<file path="src/rtl/slb_pkg.sv">
// shared constants for the serial line baud and framing block
package slb_pkg;
	// register word indices, byte address is index times four
	localparam logic [2:0] REG_BAUD_HIGH   = 3'h0;
	localparam logic [2:0] REG_BAUD_LOW    = 3'h1;
	localparam logic [2:0] REG_LINE_FORMAT = 3'h2;
	localparam logic [2:0] REG_ENABLE      = 3'h3;
	localparam logic [2:0] REG_STATUS      = 3'h4;
	localparam logic [2:0] REG_ACTIVITY    = 3'h5;
	localparam logic [2:0] REG_EXTRA       = 3'h6;
	localparam logic [2:0] REG_DATA        = 3'h7;
	// line format bit positions
	localparam int LF_LOOP   = 7;
	localparam int LF_FREEZE = 6;
	localparam int LF_RECEIVER_SOURCE_SELECT   = 5;
	localparam int LF_NINE   = 4;
	localparam int LF_WAKE   = 3;
	localparam int LF_ILT    = 2;
	localparam int LF_PE     = 1;
	localparam int LF_PT     = 0;
	// enable control bit positions
	localparam int EN_TE     = 3;
	localparam int EN_RE     = 2;
	localparam int EN_SLEEP  = 1;
	// status bit positions
	localparam int ST_TXEMPTY = 7;
	localparam int ST_TXDONE  = 6;
	localparam int ST_RXFULL  = 5;
	localparam int ST_IDLE    = 4;
	localparam int ST_OVERRUN = 3;
	localparam int ST_FRAMING = 1;
	localparam int ST_PARITY  = 0;
	// extra register bit positions
	localparam int EX_RX9    = 7;
	localparam int EX_TX9    = 6;
	localparam int EX_DIR    = 5;
	// reset values
	localparam logic [7:0] RST_BAUD_HIGH = 8'h00;
	localparam logic [7:0] RST_BAUD_LOW  = 8'h04;
	// oversampling and idle counts
	localparam logic [3:0] OVS_LAST   = 4'hF;
	localparam logic [3:0] OVS_MID    = 4'h7;
	localparam logic [3:0] IDLE_BITS8 = 4'hA;
	localparam logic [3:0] IDLE_BITS9 = 4'hB;
	localparam logic [3:0] BITS_8     = 4'hA;
	localparam logic [3:0] BITS_9     = 4'hB;
endpackage : slb_pkg

</file>
<file path="src/rtl/slb_baud_gen.sv">
// modulo divider giving the sixteen-times bit rate tick
`timescale 1ns/10ps
module slb_baud_gen #(
	parameter int WIDTH = 13
) (
	input  wire logic             clk_i,
	input  wire logic             rst_i,
	input  wire logic             run_i,
	input  wire logic [WIDTH-1:0] div_i,
	output logic                  tick_o
);
	logic [WIDTH-1:0] cnt_r;

	// counter held at zero when stopped so nothing toggles
	always_ff @(posedge clk_i or posedge rst_i) begin
		if (rst_i) begin
			cnt_r  <= '0;
			tick_o <= 1'b0;
		end else if (!run_i || div_i == '0) begin
			cnt_r  <= '0;
			tick_o <= 1'b0;
		end else if (cnt_r >= div_i - 1'b1) begin
			cnt_r  <= '0;
			tick_o <= 1'b1;
		end else begin
			cnt_r  <= cnt_r + 1'b1;
			tick_o <= 1'b0;
		end
	end
endmodule : slb_baud_gen

</file>
<file path="src/rtl/slb_serial.sv">
// serial line core: registers, baud control, framing, routing
//
// Decided for this implementation: the address map and the Avalon-MM slave port.
`timescale 1ns/10ps
//////////////////////////////////////////////////////////////////////////////
// Function
// - eight byte registers on the bus
// - high divisor byte buffered until low write
// - generator idle until enable first set
// - zero divisor stops the generator
// - bit rate is clock over sixteen times divisor
// - loop select feeds transmitter or txd pin into receiver
// - loop clear gives two-pin full duplex
// - freeze bit stops clocks during wait
// - receiver source ignored without loop select
// - loop without source is internal loopback
// - loop with source is single-wire mode
// - eight or nine data bits, lsb first
// - wake condition from idle line or address mark; sleep bit not cleared by hardware
// - idle count starts after start or stop
// - parity generated and checked in msb
// - parity type selects even or odd
// - direction bit steers single-wire pin
// - loop mode releases receive pin
module slb_serial
	import slb_pkg::*;
(
	input  wire logic        CLK_I,
	input  wire logic        RST_I,
	input  wire logic [4:0]  ADDRESS_I,
	input  wire logic        READ_I,
	input  wire logic        WRITE_I,
	input  wire logic [3:0]  BYTEENABLE_I,
	input  wire logic [31:0] WRITEDATA_I,
	output logic      [31:0] READDATA_O,
	output logic             WAITREQUEST_O,
	input  wire logic        WAIT_MODE_I,
	input  wire logic        RXD_I,
	input  wire logic        TXD_I,
	output logic             TXD_O,
	output logic             TXD_OE_N_O,
	output logic             RXD_OWNED_O
);
	typedef enum logic [1:0] {TX_IDLE, TX_SHIFT} slb_tx_t;
	typedef enum logic [1:0] {RX_IDLE, RX_START, RX_DATA} slb_rx_t;

	//////////////////////////////////////////////////////////////////////////
	// register storage
	logic [7:0]  high_buf_r;
	logic [7:0]  low_r;
	logic [12:0] divisor_r;
	logic [7:0]  fmt_r;
	logic [7:0]  en_r;
	logic        dir_r;
	logic        tx9_r;
	logic        started_r;
	logic        tx_empty_r;
	logic        tx_done_r;
	logic        rx_full_r;
	logic        idle_r;
	logic        overrun_r;
	logic        frame_err_r;
	logic        par_err_r;
	logic [8:0]  tx_hold_r;
	logic [8:0]  rx_data_r;
	logic        rx_active_r;

	// bus access strobes, taken on the edge where waitrequest is low
	logic        acc_wr;
	logic        acc_rd;
	logic [2:0]  idx;
	logic [7:0]  wbyte;
	assign idx    = ADDRESS_I[4:2];
	assign wbyte  = WRITEDATA_I[7:0];
	assign acc_wr = WRITE_I && !WAITREQUEST_O && BYTEENABLE_I[0];
	assign acc_rd = READ_I && !WAITREQUEST_O;

	//////////////////////////////////////////////////////////////////////////
	// avalon slave: one wait state, read data registered
	logic [7:0] rd_mux;
	always_comb begin
		rd_mux = 8'h00;
		case (idx)
			REG_BAUD_HIGH:   rd_mux = {3'h0, high_buf_r[4:0]};
			REG_BAUD_LOW:    rd_mux = low_r;
			REG_LINE_FORMAT: rd_mux = fmt_r;
			REG_ENABLE:      rd_mux = en_r;
			REG_STATUS:      rd_mux = {tx_empty_r, tx_done_r, rx_full_r, idle_r,
				overrun_r, 1'b0, frame_err_r, par_err_r};
			REG_ACTIVITY:    rd_mux = {7'h00, rx_active_r};
			REG_EXTRA:       rd_mux = {rx_data_r[8], tx9_r, dir_r, 5'h00};
			REG_DATA:        rd_mux = rx_data_r[7:0];
			default:         rd_mux = 8'h00;
		endcase
	end

	// waitrequest drops for exactly one cycle per request
	always_ff @(posedge CLK_I or posedge RST_I) begin
		if (RST_I) begin
			WAITREQUEST_O <= 1'b1;
			READDATA_O    <= 32'h0000_0000;
		end else if ((READ_I || WRITE_I) && WAITREQUEST_O) begin
			WAITREQUEST_O <= 1'b0;
			READDATA_O    <= {24'h000000, rd_mux};
		end else begin
			WAITREQUEST_O <= 1'b1;
		end
	end

	//////////////////////////////////////////////////////////////////////////
	// divisor: high byte only buffered, whole value moves on low write
	always_ff @(posedge CLK_I or posedge RST_I) begin
		if (RST_I) begin
			high_buf_r <= RST_BAUD_HIGH;
			low_r      <= RST_BAUD_LOW;
			divisor_r  <= {RST_BAUD_HIGH[4:0], RST_BAUD_LOW};
		end else if (acc_wr && idx == REG_BAUD_HIGH) begin
			high_buf_r <= {3'h0, wbyte[4:0]};
		end else if (acc_wr && idx == REG_BAUD_LOW) begin
			low_r      <= wbyte;
			divisor_r  <= {high_buf_r[4:0], wbyte};
		end
	end

	// control registers
	always_ff @(posedge CLK_I or posedge RST_I) begin
		if (RST_I) begin
			fmt_r <= 8'h00;
			en_r  <= 8'h00;
			dir_r <= 1'b0;
			tx9_r <= 1'b0;
		end else if (acc_wr) begin
			if (idx == REG_LINE_FORMAT)
				fmt_r <= wbyte;
			if (idx == REG_ENABLE)
				en_r <= {4'h0, wbyte[EN_TE], wbyte[EN_RE], wbyte[EN_SLEEP], 1'b0};
			if (idx == REG_EXTRA) begin
				dir_r <= wbyte[EX_DIR];
				tx9_r <= wbyte[EX_TX9];
			end
		end
	end

	// generator stays parked after reset until an enable is written to one
	always_ff @(posedge CLK_I or posedge RST_I) begin
		if (RST_I)
			started_r <= 1'b0;
		else if (acc_wr && idx == REG_ENABLE && (wbyte[EN_TE] || wbyte[EN_RE]))
			started_r <= 1'b1;
	end

	//////////////////////////////////////////////////////////////////////////
	// baud generator with wait-mode freeze
	logic tick;
	logic freeze;
	assign freeze = fmt_r[LF_FREEZE] && WAIT_MODE_I;

	slb_baud_gen #(
		.WIDTH (13)
	) u_baud (
		.clk_i  (CLK_I),
		.rst_i  (RST_I),
		.run_i  (started_r && !freeze),
		.div_i  (divisor_r),
		.tick_o (tick)
	);

	//////////////////////////////////////////////////////////////////////////
	// pin synchronisers, two flops each
	logic [1:0] rxd_sync_r;
	logic [1:0] txd_sync_r;
	always_ff @(posedge CLK_I or posedge RST_I) begin
		if (RST_I) begin
			rxd_sync_r <= 2'b11;
			txd_sync_r <= 2'b11;
		end else begin
			rxd_sync_r <= {rxd_sync_r[0], RXD_I};
			txd_sync_r <= {txd_sync_r[0], TXD_I};
		end
	end

	// receiver source routing
	logic loop_m;
	logic single_m;
	logic tx_line;
	logic rx_line;
	assign loop_m   = fmt_r[LF_LOOP];
	assign single_m = loop_m && fmt_r[LF_RECEIVER_SOURCE_SELECT];
	always_comb begin
		if (!loop_m)
			rx_line = rxd_sync_r[1];
		else if (single_m)
			rx_line = txd_sync_r[1];
		else
			rx_line = tx_line;
	end

	//////////////////////////////////////////////////////////////////////////
	// parity helpers: msb replaced by parity of lower bits
	logic nine;
	logic [8:0] tx_word;
	assign nine = fmt_r[LF_NINE];
	always_comb begin
		tx_word = {tx9_r, tx_hold_r[7:0]};
		if (fmt_r[LF_PE]) begin
			if (nine)
				tx_word[8] = (^tx_hold_r[7:0]) ^ fmt_r[LF_PT];
			else
				tx_word[7] = (^tx_hold_r[6:0]) ^ fmt_r[LF_PT];
		end
	end

	//////////////////////////////////////////////////////////////////////////
	// transmitter: start, 8 or 9 data bits lsb first, stop
	slb_tx_t     tx_st_r;
	logic [10:0] tx_sh_r;
	logic [3:0]  tx_ovs_r;
	logic [3:0]  tx_cnt_r;
	logic        tx_out_r;
	assign tx_line = tx_out_r;

	always_ff @(posedge CLK_I or posedge RST_I) begin
		if (RST_I) begin
			tx_st_r  <= TX_IDLE;
			tx_sh_r  <= 11'h7FF;
			tx_ovs_r <= 4'h0;
			tx_cnt_r <= 4'h0;
			tx_out_r <= 1'b1;
		end else if (tick) begin
			case (tx_st_r)
				TX_IDLE: begin
					tx_out_r <= 1'b1;
					if (en_r[EN_TE] && !tx_empty_r) begin
						tx_sh_r  <= nine ? {1'b1, tx_word, 1'b0}
							: {2'b11, tx_word[7:0], 1'b0};
						tx_cnt_r <= nine ? BITS_9 : BITS_8;
						tx_ovs_r <= 4'h0;
						tx_st_r  <= TX_SHIFT;
					end
				end
				TX_SHIFT: begin
					tx_out_r <= tx_sh_r[0];
					tx_ovs_r <= tx_ovs_r + 4'h1;
					if (tx_ovs_r == OVS_LAST) begin
						tx_sh_r  <= {1'b1, tx_sh_r[10:1]};
						tx_cnt_r <= tx_cnt_r - 4'h1;
						if (tx_cnt_r == 4'h1)
							tx_st_r <= TX_IDLE;
					end
				end
				default: tx_st_r <= TX_IDLE;
			endcase
		end
	end

	// holding register and its flags; hardware set beats software clear
	logic tx_load;
	assign tx_load = tick && tx_st_r == TX_IDLE && en_r[EN_TE] && !tx_empty_r;
	always_ff @(posedge CLK_I or posedge RST_I) begin
		if (RST_I) begin
			tx_hold_r  <= 9'h000;
			tx_empty_r <= 1'b1;
			tx_done_r  <= 1'b1;
		end else begin
			if (tx_load)
				tx_empty_r <= 1'b1;
			else if (acc_wr && idx == REG_DATA)
				tx_empty_r <= 1'b0;
			if (acc_wr && idx == REG_DATA)
				tx_hold_r <= {1'b0, wbyte};
			if (tx_load)
				tx_done_r <= 1'b0;
			else if (tick && tx_st_r == TX_IDLE && tx_empty_r)
				tx_done_r <= 1'b1;
		end
	end

	//////////////////////////////////////////////////////////////////////////
	// receiver: falling edge of idle-high line, mid-bit sampling
	slb_rx_t     rx_st_r;
	logic [3:0]  rx_ovs_r;
	logic [3:0]  rx_cnt_r;
	logic [9:0]  rx_sh_r;
	logic        rx_prev_r;
	logic        rx_end;
	logic        rx_sample;
	assign rx_sample = tick && rx_ovs_r == OVS_LAST;

	always_ff @(posedge CLK_I or posedge RST_I) begin
		if (RST_I) begin
			rx_st_r   <= RX_IDLE;
			rx_ovs_r  <= 4'h0;
			rx_cnt_r  <= 4'h0;
			rx_sh_r   <= 10'h000;
			rx_prev_r <= 1'b1;
		end else if (tick) begin
			rx_prev_r <= rx_line;
			case (rx_st_r)
				RX_IDLE: begin
					if (en_r[EN_RE] && rx_prev_r && !rx_line) begin
						rx_ovs_r <= 4'h0;
						rx_st_r  <= RX_START;
					end
				end
				RX_START: begin
					rx_ovs_r <= rx_ovs_r + 4'h1;
					if (rx_ovs_r == OVS_MID) begin
						rx_ovs_r <= 4'h0;
						rx_cnt_r <= (nine ? BITS_9 : BITS_8) - 4'h1;
						rx_st_r  <= rx_line ? RX_IDLE : RX_DATA;
					end
				end
				RX_DATA: begin
					rx_ovs_r <= rx_ovs_r + 4'h1;
					if (rx_ovs_r == OVS_LAST) begin
						rx_sh_r  <= {rx_line, rx_sh_r[9:1]};
						rx_cnt_r <= rx_cnt_r - 4'h1;
						if (rx_cnt_r == 4'h1)
							rx_st_r <= RX_IDLE;
					end
				end
				default: rx_st_r <= RX_IDLE;
			endcase
		end
	end
	assign rx_end = rx_sample && rx_st_r == RX_DATA && rx_cnt_r == 4'h1;

	// align the received bits: last shifted is the top data bit, the stop bit is still on rx_line
	logic [8:0] rx_word;
	logic       rx_stop;
	logic       rx_msb;
	logic       rx_par_bad;
	always_comb begin
		rx_stop = rx_line;
		if (nine)
			rx_word = rx_sh_r[9:1];
		else
			rx_word = {1'b0, rx_sh_r[9:2]};
		rx_msb = nine ? rx_word[8] : rx_word[7];
		// count of ones including parity must match the type
		rx_par_bad = fmt_r[LF_PE] && ((^rx_word) != fmt_r[LF_PT]);
	end

	//////////////////////////////////////////////////////////////////////////
	// idle line counter, in bit times of high level
	logic [3:0] idle_cnt_r;
	logic [3:0] idle_ovs_r;
	logic       idle_armed_r;
	logic       idle_hit;
	assign idle_hit = idle_cnt_r == (nine ? IDLE_BITS9 : IDLE_BITS8);

	always_ff @(posedge CLK_I or posedge RST_I) begin
		if (RST_I) begin
			idle_cnt_r <= 4'h0;
			idle_ovs_r <= 4'h0;
		end else if (tick) begin
			idle_ovs_r <= idle_ovs_r + 4'h1;
			if (!rx_line || rx_st_r == RX_START)
				idle_cnt_r <= 4'h0; // ilt clear: count starts after start bit
			else if (fmt_r[LF_ILT] && rx_st_r != RX_IDLE)
				idle_cnt_r <= 4'h0;
			else if (idle_ovs_r == OVS_LAST && !idle_hit)
				idle_cnt_r <= idle_cnt_r + 4'h1;
		end
	end

	// receiver sleep: idle-line or address-mark wake
	logic asleep;
	logic wake_now;
	assign asleep = en_r[EN_SLEEP];
	assign wake_now = fmt_r[LF_WAKE] ? (rx_end && rx_msb) : idle_hit;

	//////////////////////////////////////////////////////////////////////////
	// receive flags; a hardware set in the clearing cycle wins
	logic rx_take;
	logic st_clr;
	assign rx_take = rx_end && (!asleep || (fmt_r[LF_WAKE] && rx_msb));
	assign st_clr  = acc_wr && idx == REG_STATUS;

	always_ff @(posedge CLK_I or posedge RST_I) begin
		if (RST_I) begin
			rx_data_r    <= 9'h000;
			rx_full_r    <= 1'b0;
			overrun_r    <= 1'b0;
			frame_err_r  <= 1'b0;
			par_err_r    <= 1'b0;
			idle_r       <= 1'b0;
			idle_armed_r <= 1'b0;
		end else begin
			if (rx_take && !rx_full_r)
				rx_data_r <= rx_word;
			if (rx_take)
				rx_full_r <= 1'b1;
			else if (acc_rd && idx == REG_DATA)
				rx_full_r <= 1'b0;
			if (rx_take && rx_full_r)
				overrun_r <= 1'b1;
			else if (st_clr && wbyte[ST_OVERRUN])
				overrun_r <= 1'b0;
			if (rx_take && !rx_stop)
				frame_err_r <= 1'b1;
			else if (st_clr && wbyte[ST_FRAMING])
				frame_err_r <= 1'b0;
			if (rx_take && rx_par_bad)
				par_err_r <= 1'b1;
			else if (st_clr && wbyte[ST_PARITY])
				par_err_r <= 1'b0;
			// idle reported once per gap after a character
			if (rx_end)
				idle_armed_r <= 1'b1;
			else if (idle_hit && idle_armed_r)
				idle_armed_r <= 1'b0;
			if (idle_hit && idle_armed_r && !asleep)
				idle_r <= 1'b1;
			else if (st_clr && wbyte[ST_IDLE])
				idle_r <= 1'b0;
		end
	end

	// sleep bit is not cleared by hardware on wake; wake_r is only recorded
	logic wake_r;
	always_ff @(posedge CLK_I or posedge RST_I) begin
		if (RST_I)
			wake_r <= 1'b0;
		else
			wake_r <= asleep && wake_now;
	end

	// receiver busy indication
	always_ff @(posedge CLK_I or posedge RST_I) begin
		if (RST_I)
			rx_active_r <= 1'b0;
		else
			rx_active_r <= rx_st_r != RX_IDLE;
	end

	//////////////////////////////////////////////////////////////////////////
	// pin ownership, registered outputs
	logic tx_busy;
	assign tx_busy = tx_st_r != TX_IDLE || !tx_empty_r;
	always_ff @(posedge CLK_I or posedge RST_I) begin
		if (RST_I) begin
			TXD_O       <= 1'b1;
			TXD_OE_N_O  <= 1'b1;
			RXD_OWNED_O <= 1'b0;
		end else begin
			TXD_O <= tx_out_r;
			// outside single-wire mode a disabled transmitter keeps the pin while a frame runs or a character waits in the holding register
			if (single_m)
				TXD_OE_N_O <= !dir_r;
			else
				TXD_OE_N_O <= !(en_r[EN_TE] || tx_busy);
			RXD_OWNED_O <= en_r[EN_RE] && !loop_m;
		end
	end

	// unused high write lanes are ignored; wake_r is recorded but drives nothing
	logic unused_ok;
	assign unused_ok = wake_r;
endmodule : slb_serial

</file>
<file path="config.mk">
export PLATFORM = sky130hd
export DESIGN_NAME = slb_serial
export DESIGN_NICKNAME = d
export VERILOG_FILES = /design/src/rtl/slb_pkg.sv /design/src/rtl/slb_baud_gen.sv /design/src/rtl/slb_serial.sv
export SDC_FILE = /design/constraint.sdc
export NUM_CORES = 1
export LEC_CHECK = 0
export BUFFER_PORTS_ARGS = -buffer_cell sky130_fd_sc_hd__buf_4
export CORE_UTILIZATION = 30
export CTS_CLUSTER_DIAMETER = 60
export DETAILED_ROUTE_END_ITERATION = 8
export PLACE_DENSITY_LB_ADDON = 0.12
export REMOVE_ABC_BUFFERS = 1
export SYNTH_ARGS = -nofsm -noshare
export SYNTH_HDL_FRONTEND = slang
export SYNTH_HIERARCHICAL = 1
export SYNTH_SLANG_ARGS = --single-unit
</file>
<file path="constraint.sdc">
create_clock -name CLK_I -period 6.3 [get_ports CLK_I]
set_clock_uncertainty 0.1 [all_clocks]
set_input_delay 0.63 -clock CLK_I [delete_from_list [all_inputs] [get_ports CLK_I]]
set_output_delay 0.63 -clock CLK_I [all_outputs]
set_load 0.1 [all_outputs]
</file>
==> results of run 1 <==
cell type report:
| cell class | instances | area [µm²] |
|---|---|---|
| well taps | 319 | 399 |
| fillers | 2380 | 15200 |
| inverters | 25 | 96.3 |
| flip-flops and latches | 136 | 3430 |
| multi-input cells | 495 | 3410 |
| clock buffers | 18 | 439 |
| clock inverters | 14 | 136 |
| repair buffers | 32 | 240 |
power by group:
| part | switching [mW] | total, mW | internal [mW] |
|---|---|---|---|
| combinational | 0.368 | 0.569 | 0.201 |
| clock | 0.408 | 0.971 | 0.563 |
| sequential | 0.0964 | 1.06 | 0.962 |
| total | 0.873 | 2.60 | 1.73 |
kinds of logic (layout without fill, tap and decap cells):
group           Yosys count  count (layout)
buf+inv                  71              89
simple gates            214             214
fa+ha+maj                27              27
mux                      73              73
other cells               1              24
compound gates          110             110
xor+xnor                 47              47
flops                   136             136
how the worst max path moves through the flow:
stage	slack, ps	end	startpoint
detailed placement	2880	u_baud/tick_o	low_r[0]
global route	2580	u_baud/cnt_r[5]	low_r[0]
global placement	2950	u_baud/tick_o	low_r[0]
finish	2920	u_baud/tick_o	low_r[0]
CTS	2870	u_baud/tick_o	low_r[0]
floorplan	2360	READDATA_O[0]	RST_I
worst max-delay path, delay by kind of cell, from the launching register on:
| kind | cells | cell delay, ps |
|---|---|---|
| and+or+nand+nor | 7 | 1850 |
| DFF | 1 | 430 |
| adders and majority gates | 1 | 300 |
| xor gates and xnor gates | 1 | 120 |
| AOI/OAI and AO/OA | 1 | 490 |
state kept, by name (all words and copies together) (netlist names), 5 cells and up:
register and count:
high_buf_r 5, divisor_r 6, fmt_r 8, READDATA_O 8, low_r 7, u_baud/cnt_r 13
rx_sh_r 9, rx_data_r 9, tx_hold_r 8, tx_sh_r 10
stage by stage:
step	setup WS, ps	util	power (mW)	std cells	area [µm²]
after detailed placement	2880	0.324	1.65	1007	7580
after global routing	2580	0.348	2.73	1039	8150
after floorplan	2360	-	1.49	656	6940
after global placement	2950	0.324	1.64	1007	7580
after CTS	2870	0.348	2.64	1039	8150
final	2920	0.348	2.60	1039	8150
placed cells by master, fill, tap and decap left out, drive strengths merged, types with 3 or more instances in the layout:
cell,instances
nor3b,5
mux2i,19
clkinv,3
a22o,6
a31oi,9
o22ai,4
dfstp,22
o31ai,5
a21o,5
o21ai,23
dfrtp,114
nor3,9
inv,32
nand4,5
ha,27
a211oi,7
nand2,66
nor2,63
a21oi,27
conb,24
xor2,15
a221oi,4
clkinvlp,3
mux2,53
nor4,9
clkbuf,18
buf,32
nand3b,5
nor2b,13
nand2b,9
xnor2,32
nand3,16
layer usage:
layer	up-vias	track usage
met2	70	0.233
met5	-	0
met1	2425	0.192
li1	2408	-
met3	6	0.0321
met4	0	0.0364
==> metrics, run 1 <==
Hold WC Path Type=in -> async; CP max-delay cell=nor4_1; antenna violations before repair=0; final setup fails=0; post-CTS setup repair buffer count=0; CTS tree=yes; post-route ant nets=0; Slew @ Worst Pin=approximately 1100 ps; fmax=a little under 0.3 GHz; FF+latch count, synth=between 100 and 150; Routed WL per cell=15.8 µm; Syn Std Cell Area=approximately 7000 µm²; gpl congestion=0.760; DRT met1 WL=7.91 mm; largest net degree at the start of global routing=82; crit-path max cell delay=560 ps; number of flops mapped to enable cells by yosys=0; worst-path fanout max=14; worst-path cell chain=nor4_1, nand2_1, nor4_1, xnor2_1, ha_1, nand4_1, nor4_1, nor3_1, o211ai_1, and2_1; Syn Inst Count=679; # IOs=84; vias in the first global route=4,889; Worst VDD drop=roughly 0.14 mV; Main synth FF type=dfrtp_1; input/output buffers=30; final net count=782; clock root buffer=clkbuf_16; Synth area leader=dfrtp_1; Synth Area in Compound Gates=0.101; crit end category=flip-flop; pwr/cell area=319 nW/µm²; mux cell area share after synthesis=0.113; asr flop ratio synth=1.00; Clock transition at path regs=60 ps; final period utilization=0.536; global-route wire length before repair=26.6 mm; RSZ-0062 raised after global routing=false; largest family of logic cells by synthesized area=simple AND/OR/NAND/NOR gates; drt initial violations=~240; Detailed Route WL=between 15 and 20 mm; hold_ws=182 ps; met2 routed WL=7.94 mm; DR vias/cell=~4.7; Final HPWL DP=11.8 mm; Layout area overhead=14.1%; reg-to-reg endpoint=u_baud/tick_o; Sink Count=136; Final Hold Fails=0; Diodes inserted=0; Max clock buf depth=2; Syn Area/Cell=10.5 µm²; synth top area cells=dfrtp_1 (40%), mux2_2 (8.4%), dfstp_2 (8.1%), ha_1 (4.7%), xnor2_1 (3.9%); Core Area=23,400 µm²; setup TNS=0 ps; relative slew slack=0.258; Post-Synth Adder-Cell Area=0.0473; CP dominant cell by count=nor4_1; Min Clock Period, post-route=approximately 3400 ps; CTS Buf Count=17; ratio of cells with drive above 1 in the final layout=0.207; Initial Util=0.305; status=finished, final reports clean; Synth Area in XOR/XNOR=0.0576; vias after detailed routing=4,909; R2R depth=10; FF-to-FF setup slack=about 2900 ps; most common cell in the netlist=dfrtp_1; highest routed layer=met4; Seq/Total Area, Yosys=0.480; CP Data Required Time=6550 ps; critical path class=reg -> reg; first-pass detailed-route iteration total=4; reg2reg start=low_r[0]; # H-tree levels=4; WP data arrival=3620 ps; Horiz. Die Dim=156 µm; post-synth top area share=0.399; Yosys Warn Count=6; Synth Area in Simple Gates=0.145; max-slew violation count=0; metal3 WL=432 µm; most instantiated cells after synthesis=dfrtp_1 (114), nand2_1 (66), nor2_1 (61); max-capacitance violation count=0; cts repair resizes=0; Overall Global Routing Usage=0.143; grt ovf=0; Chip Height=about 160 µm; Die ar.=~24,000 µm²; clk_lat worst skew=420 ps; Leakage Power=approximately 3.7 nW; Netlist cell types=63; crit start category=flip-flop; drc violations=0; row cnt=56; cts hold-fix bufs=0
No activity file was read; power rests on OpenSTA's default activity.
==> inputs of run 2 (changes only) <==
- ABC_AREA: default -> 1
- clock period: 6.3 -> 3.18 ns (I/O delays scaled with it)
==> run 2 against run 1 <==
Against the previous run: die area rose by 5.9%; fmax rose by 30%; final cell count rose by 27%; sequential cell count did not move; register-to-register slack got worse by 2300 ps; critical endpoint is now u_baud/cnt_r[5].
==> metrics, run 2 <==
reg-to-reg endpoint=u_baud/cnt_r[5] (was u_baud/tick_o); Leakage Power=4.14 nW (was 3.66 nW); Worst VDD drop=0.264 mV (was 0.142 mV); Yosys Warn Count=6 (unchanged); pwr/cell area=657 nW/µm² (was 319 nW/µm²); largest reg by FF count=u_baud/cnt_r (unchanged); most common cell in the netlist=nand2_1 (was dfrtp_1); Layout area overhead=14.1% (about the same); commonest non-fill, non-tap cell in the layout=nand2_1 (was dfrtp_1); HP Start=WRITEDATA_I[5]; worst-path fanout max=13 (was 14); number of flops mapped to enable cells by yosys=0 (unchanged); Die ar.=25,900 µm² (was 24,400 µm²); vias in the first global route=5,734 (was 4,889); clk_lat worst skew=420 ps (about the same); antenna violations before repair=0 (unchanged); DR vias/cell=4.48 (was 4.72); Final HPWL DP=13.7 mm (was 11.8 mm); multi-input combinational cell area=3490 µm² (was 3410 µm²); crit end category=flip-flop (unchanged); relative slew slack=0.556 (was 0.258); Core Area=24,500 µm² (was 23,400 µm²); vias after detailed routing=5,894 (was 4,909); critical path class=reg -> reg (unchanged); FF+latch count, synth=136 (unchanged); Reg area=3430 µm² (unchanged); Max clock buf depth=2 (unchanged); Chip Height=161 µm (was 156 µm); Synth area leader=dfrtp_1 (unchanged); Initial Util=0.309 (was 0.305); final net count=1,053 (was 782); Hold WC Path Type=in -> reg (was in -> async); Sink Count=136 (unchanged); WP data arrival=2840 ps (was 3620 ps); commonest non-fill, non-tap cells in the layout=nand2_1 (279), dfrtp_1 (114), inv_1 (109), o21ai_0 (103), nor2_1 (53) (was dfrtp_1 (114), nand2_1 (66), nor2_1 (61), mux2_2 (53)); asr flop ratio synth=1.00 (unchanged); RSZ-0062 raised after global routing=false (unchanged); hold path depth=3; max reg flops=13 (unchanged); clock root buffer=clkbuf_16 (unchanged); reg2reg start=low_r[0] (unchanged); Syn Area/Cell=8.07 µm² (was 10.5 µm²); input/output buffers=30 (unchanged); CP Data Required Time=3430 ps (was 6550 ps); crit start category=flip-flop (unchanged); final setup fails=0 (unchanged); gpl congestion=0.832 (was 0.760); Clock transition at path regs=60 ps (about the same); placed cells=1,280 (was 1,007); Min Clock Period, post-route=2590 ps (was 3380 ps); Final Hold Fails=0 (unchanged); CTS tree=yes (unchanged); dpl ws=511 ps (was 2880 ps); largest registers=u_baud/cnt_r (13), tx_sh_r (10) (unchanged); final period utilization=0.816 (was 0.536); Final WS setup=587 ps (was 2920 ps); synth top area cells=dfrtp_1 (38%), nand2_1 (14%), dfstp_2 (7.6%), o21ai_0 (6.8%), inv_1 (5.5%) (was dfrtp_1 (40%), mux2_2 (8.4%), dfstp_2 (8.1%), ha_1 (4.7%), xnor2_1 (3.9%)); post-route ant nets=0 (unchanged); count of non-filler cells in the finished layout=1,315 (was 1,039); Syn Inst Count=938 (was 679); Detailed Route WL=18.4 mm (was 16.4 mm); Syn Std Cell Area=7570 µm² (was 7140 µm²); Diodes inserted=0 (unchanged); max-slew violation count=0 (unchanged); Main synth FF type=dfrtp_1 (unchanged); row cnt=57 (was 56); drc violations=0 (unchanged); post-synth top area share=0.377 (was 0.399); status=finished, final reports clean (unchanged); crit-path max cell delay=410 ps (was 560 ps); # IOs=84 (unchanged); largest net degree at the start of global routing=49 (was 82); global-route wire length before repair=30.4 mm (was 26.6 mm); Overall Global Routing Usage=0.151 (was 0.143); overall power=5.67 mW (was 2.60 mW); Netlist cell types=50 (was 63); post-CTS setup repair buffer count=0 (unchanged); grt ovf=0 (unchanged); most instantiated cells after synthesis=nand2_1 (279), dfrtp_1 (114), inv_1 (110) (was dfrtp_1 (114), nand2_1 (66), nor2_1 (61)); first-pass detailed-route iteration total=5 (was 4); Horiz. Die Dim=161 µm (was 156 µm); Seq/Total Area, Yosys=0.453 (was 0.480); ratio of cells with drive above 1 in the final layout=0.137 (was 0.207); # H-tree levels=4 (unchanged); worst-path cell chain=inv_1, ha_1, nand2_2, nor2_4, nand2_1, xor2_1, ha_1, nand2_2, inv_2, a21oi_2, nand2_1, nor2_2, nand3_4, nor2_2 (was nor4_1, nand2_1, nor4_1, xnor2_1, ha_1, nand4_1, nor4_1, nor3_1, o211ai_1, and2_1); max-capacitance violation count=0 (unchanged); CP max-delay cell=dfrtp_1 (was nor4_1); CTS Buf Count=17 (unchanged); worst-case hold path end point=tx_hold_r[5]; FF-to-FF setup slack=590 ps (was 2920 ps); Routed WL per cell=14.0 µm (was 15.8 µm); Slew @ Worst Pin=660 ps (was 1110 ps); fmax=0.386 GHz (was 0.296 GHz); # fillers=2,652 (was 2,380); drt initial violations=238 (was 239); R2R depth=14 (was 10)
[run 2: what timing repair did]
item                                   in CTS  in global routing
endpoints found under the hold margin      54                  0
gates resized for setup                     0                  0
hold buffers                                3                  0
[run 2: worst max-delay path by stage]
| stage | startpoint | slack, ps | endpoint |
|---|---|---|---|
| detailed placement | low_r[0] | 510 | u_baud/cnt_r[0] |
| global placement | low_r[0] | 560 | u_baud/cnt_r[12] |
| floorplan | RST_I | -440 | READDATA_O[0] |
| finish | low_r[0] | 590 | u_baud/cnt_r[5] |
| global route | low_r[0] | 290 | u_baud/cnt_r[12] |
| CTS | low_r[0] | 500 | u_baud/cnt_r[5] |
[run 2: metrics by stage]
stage	instance area, µm²	util	hold slack, ps	setup TNS (ps)
2_1_floorplan	7350	-	107	-44410
3_3_place_gp	8050	0.328	247	0
3_5_place_dp	8050	0.328	250	0
4_1_cts	8640	0.352	26.8	0
5_1_grt	8640	0.352	28.3	0
6_report	8640	0.352	39.8	0
[run 2: cell families after synthesis]
group,after synthesis,share of synthesized area
xor+xnor,34,0.0393
other cells,1,0.000495
fa+ha+maj,27,0.0446
compound gates,166,0.123
buf+inv,156,0.0977
mux,2,0.00297
simple gates,416,0.239
flops,136,0.453
[run 2: report_power, final]
part	leakage (nW)	switching, mW	internal, mW
clock	0.279	0.764	1.15
sequential	1.74	0.220	1.98
combinational	2.12	1.09	0.474
total	4.14	2.07	3.60
[run 2: critical path: cells and delay by family, from the launching register on]
| kind | cells | cell delay [ps] |
|---|---|---|
| compound gates | 1 | 120 |
| xor+xnor | 1 | 160 |
| fa+ha+maj | 2 | 530 |
| buf+inv | 2 | 170 |
| flops | 1 | 410 |
| simple gates | 8 | 1040 |
[run 2: final cells by class]
cell class                      count  area share
Inverter                          114      0.0500
Clock buffer                       23      0.0565
Clock inverter                      9     0.00869
Multi-Input combinational cell    669       0.404
Timing Repair Buffer               40      0.0371
Tap cell                          324      0.0469
Sequential cell                   136       0.397
[run 2: metal layers]
layer / wire length [µm] / global-route usage / part of all wire / up-vias
met5: 0 / 0 / 0 / -
li1: - / - / - / 3024
met1: 9410 / 0.208 / 0.51 / 2791
met4: 176 / 0.0369 / 0.0096 / 0
met2: 8300 / 0.239 / 0.45 / 66
met3: 544 / 0.0328 / 0.030 / 13
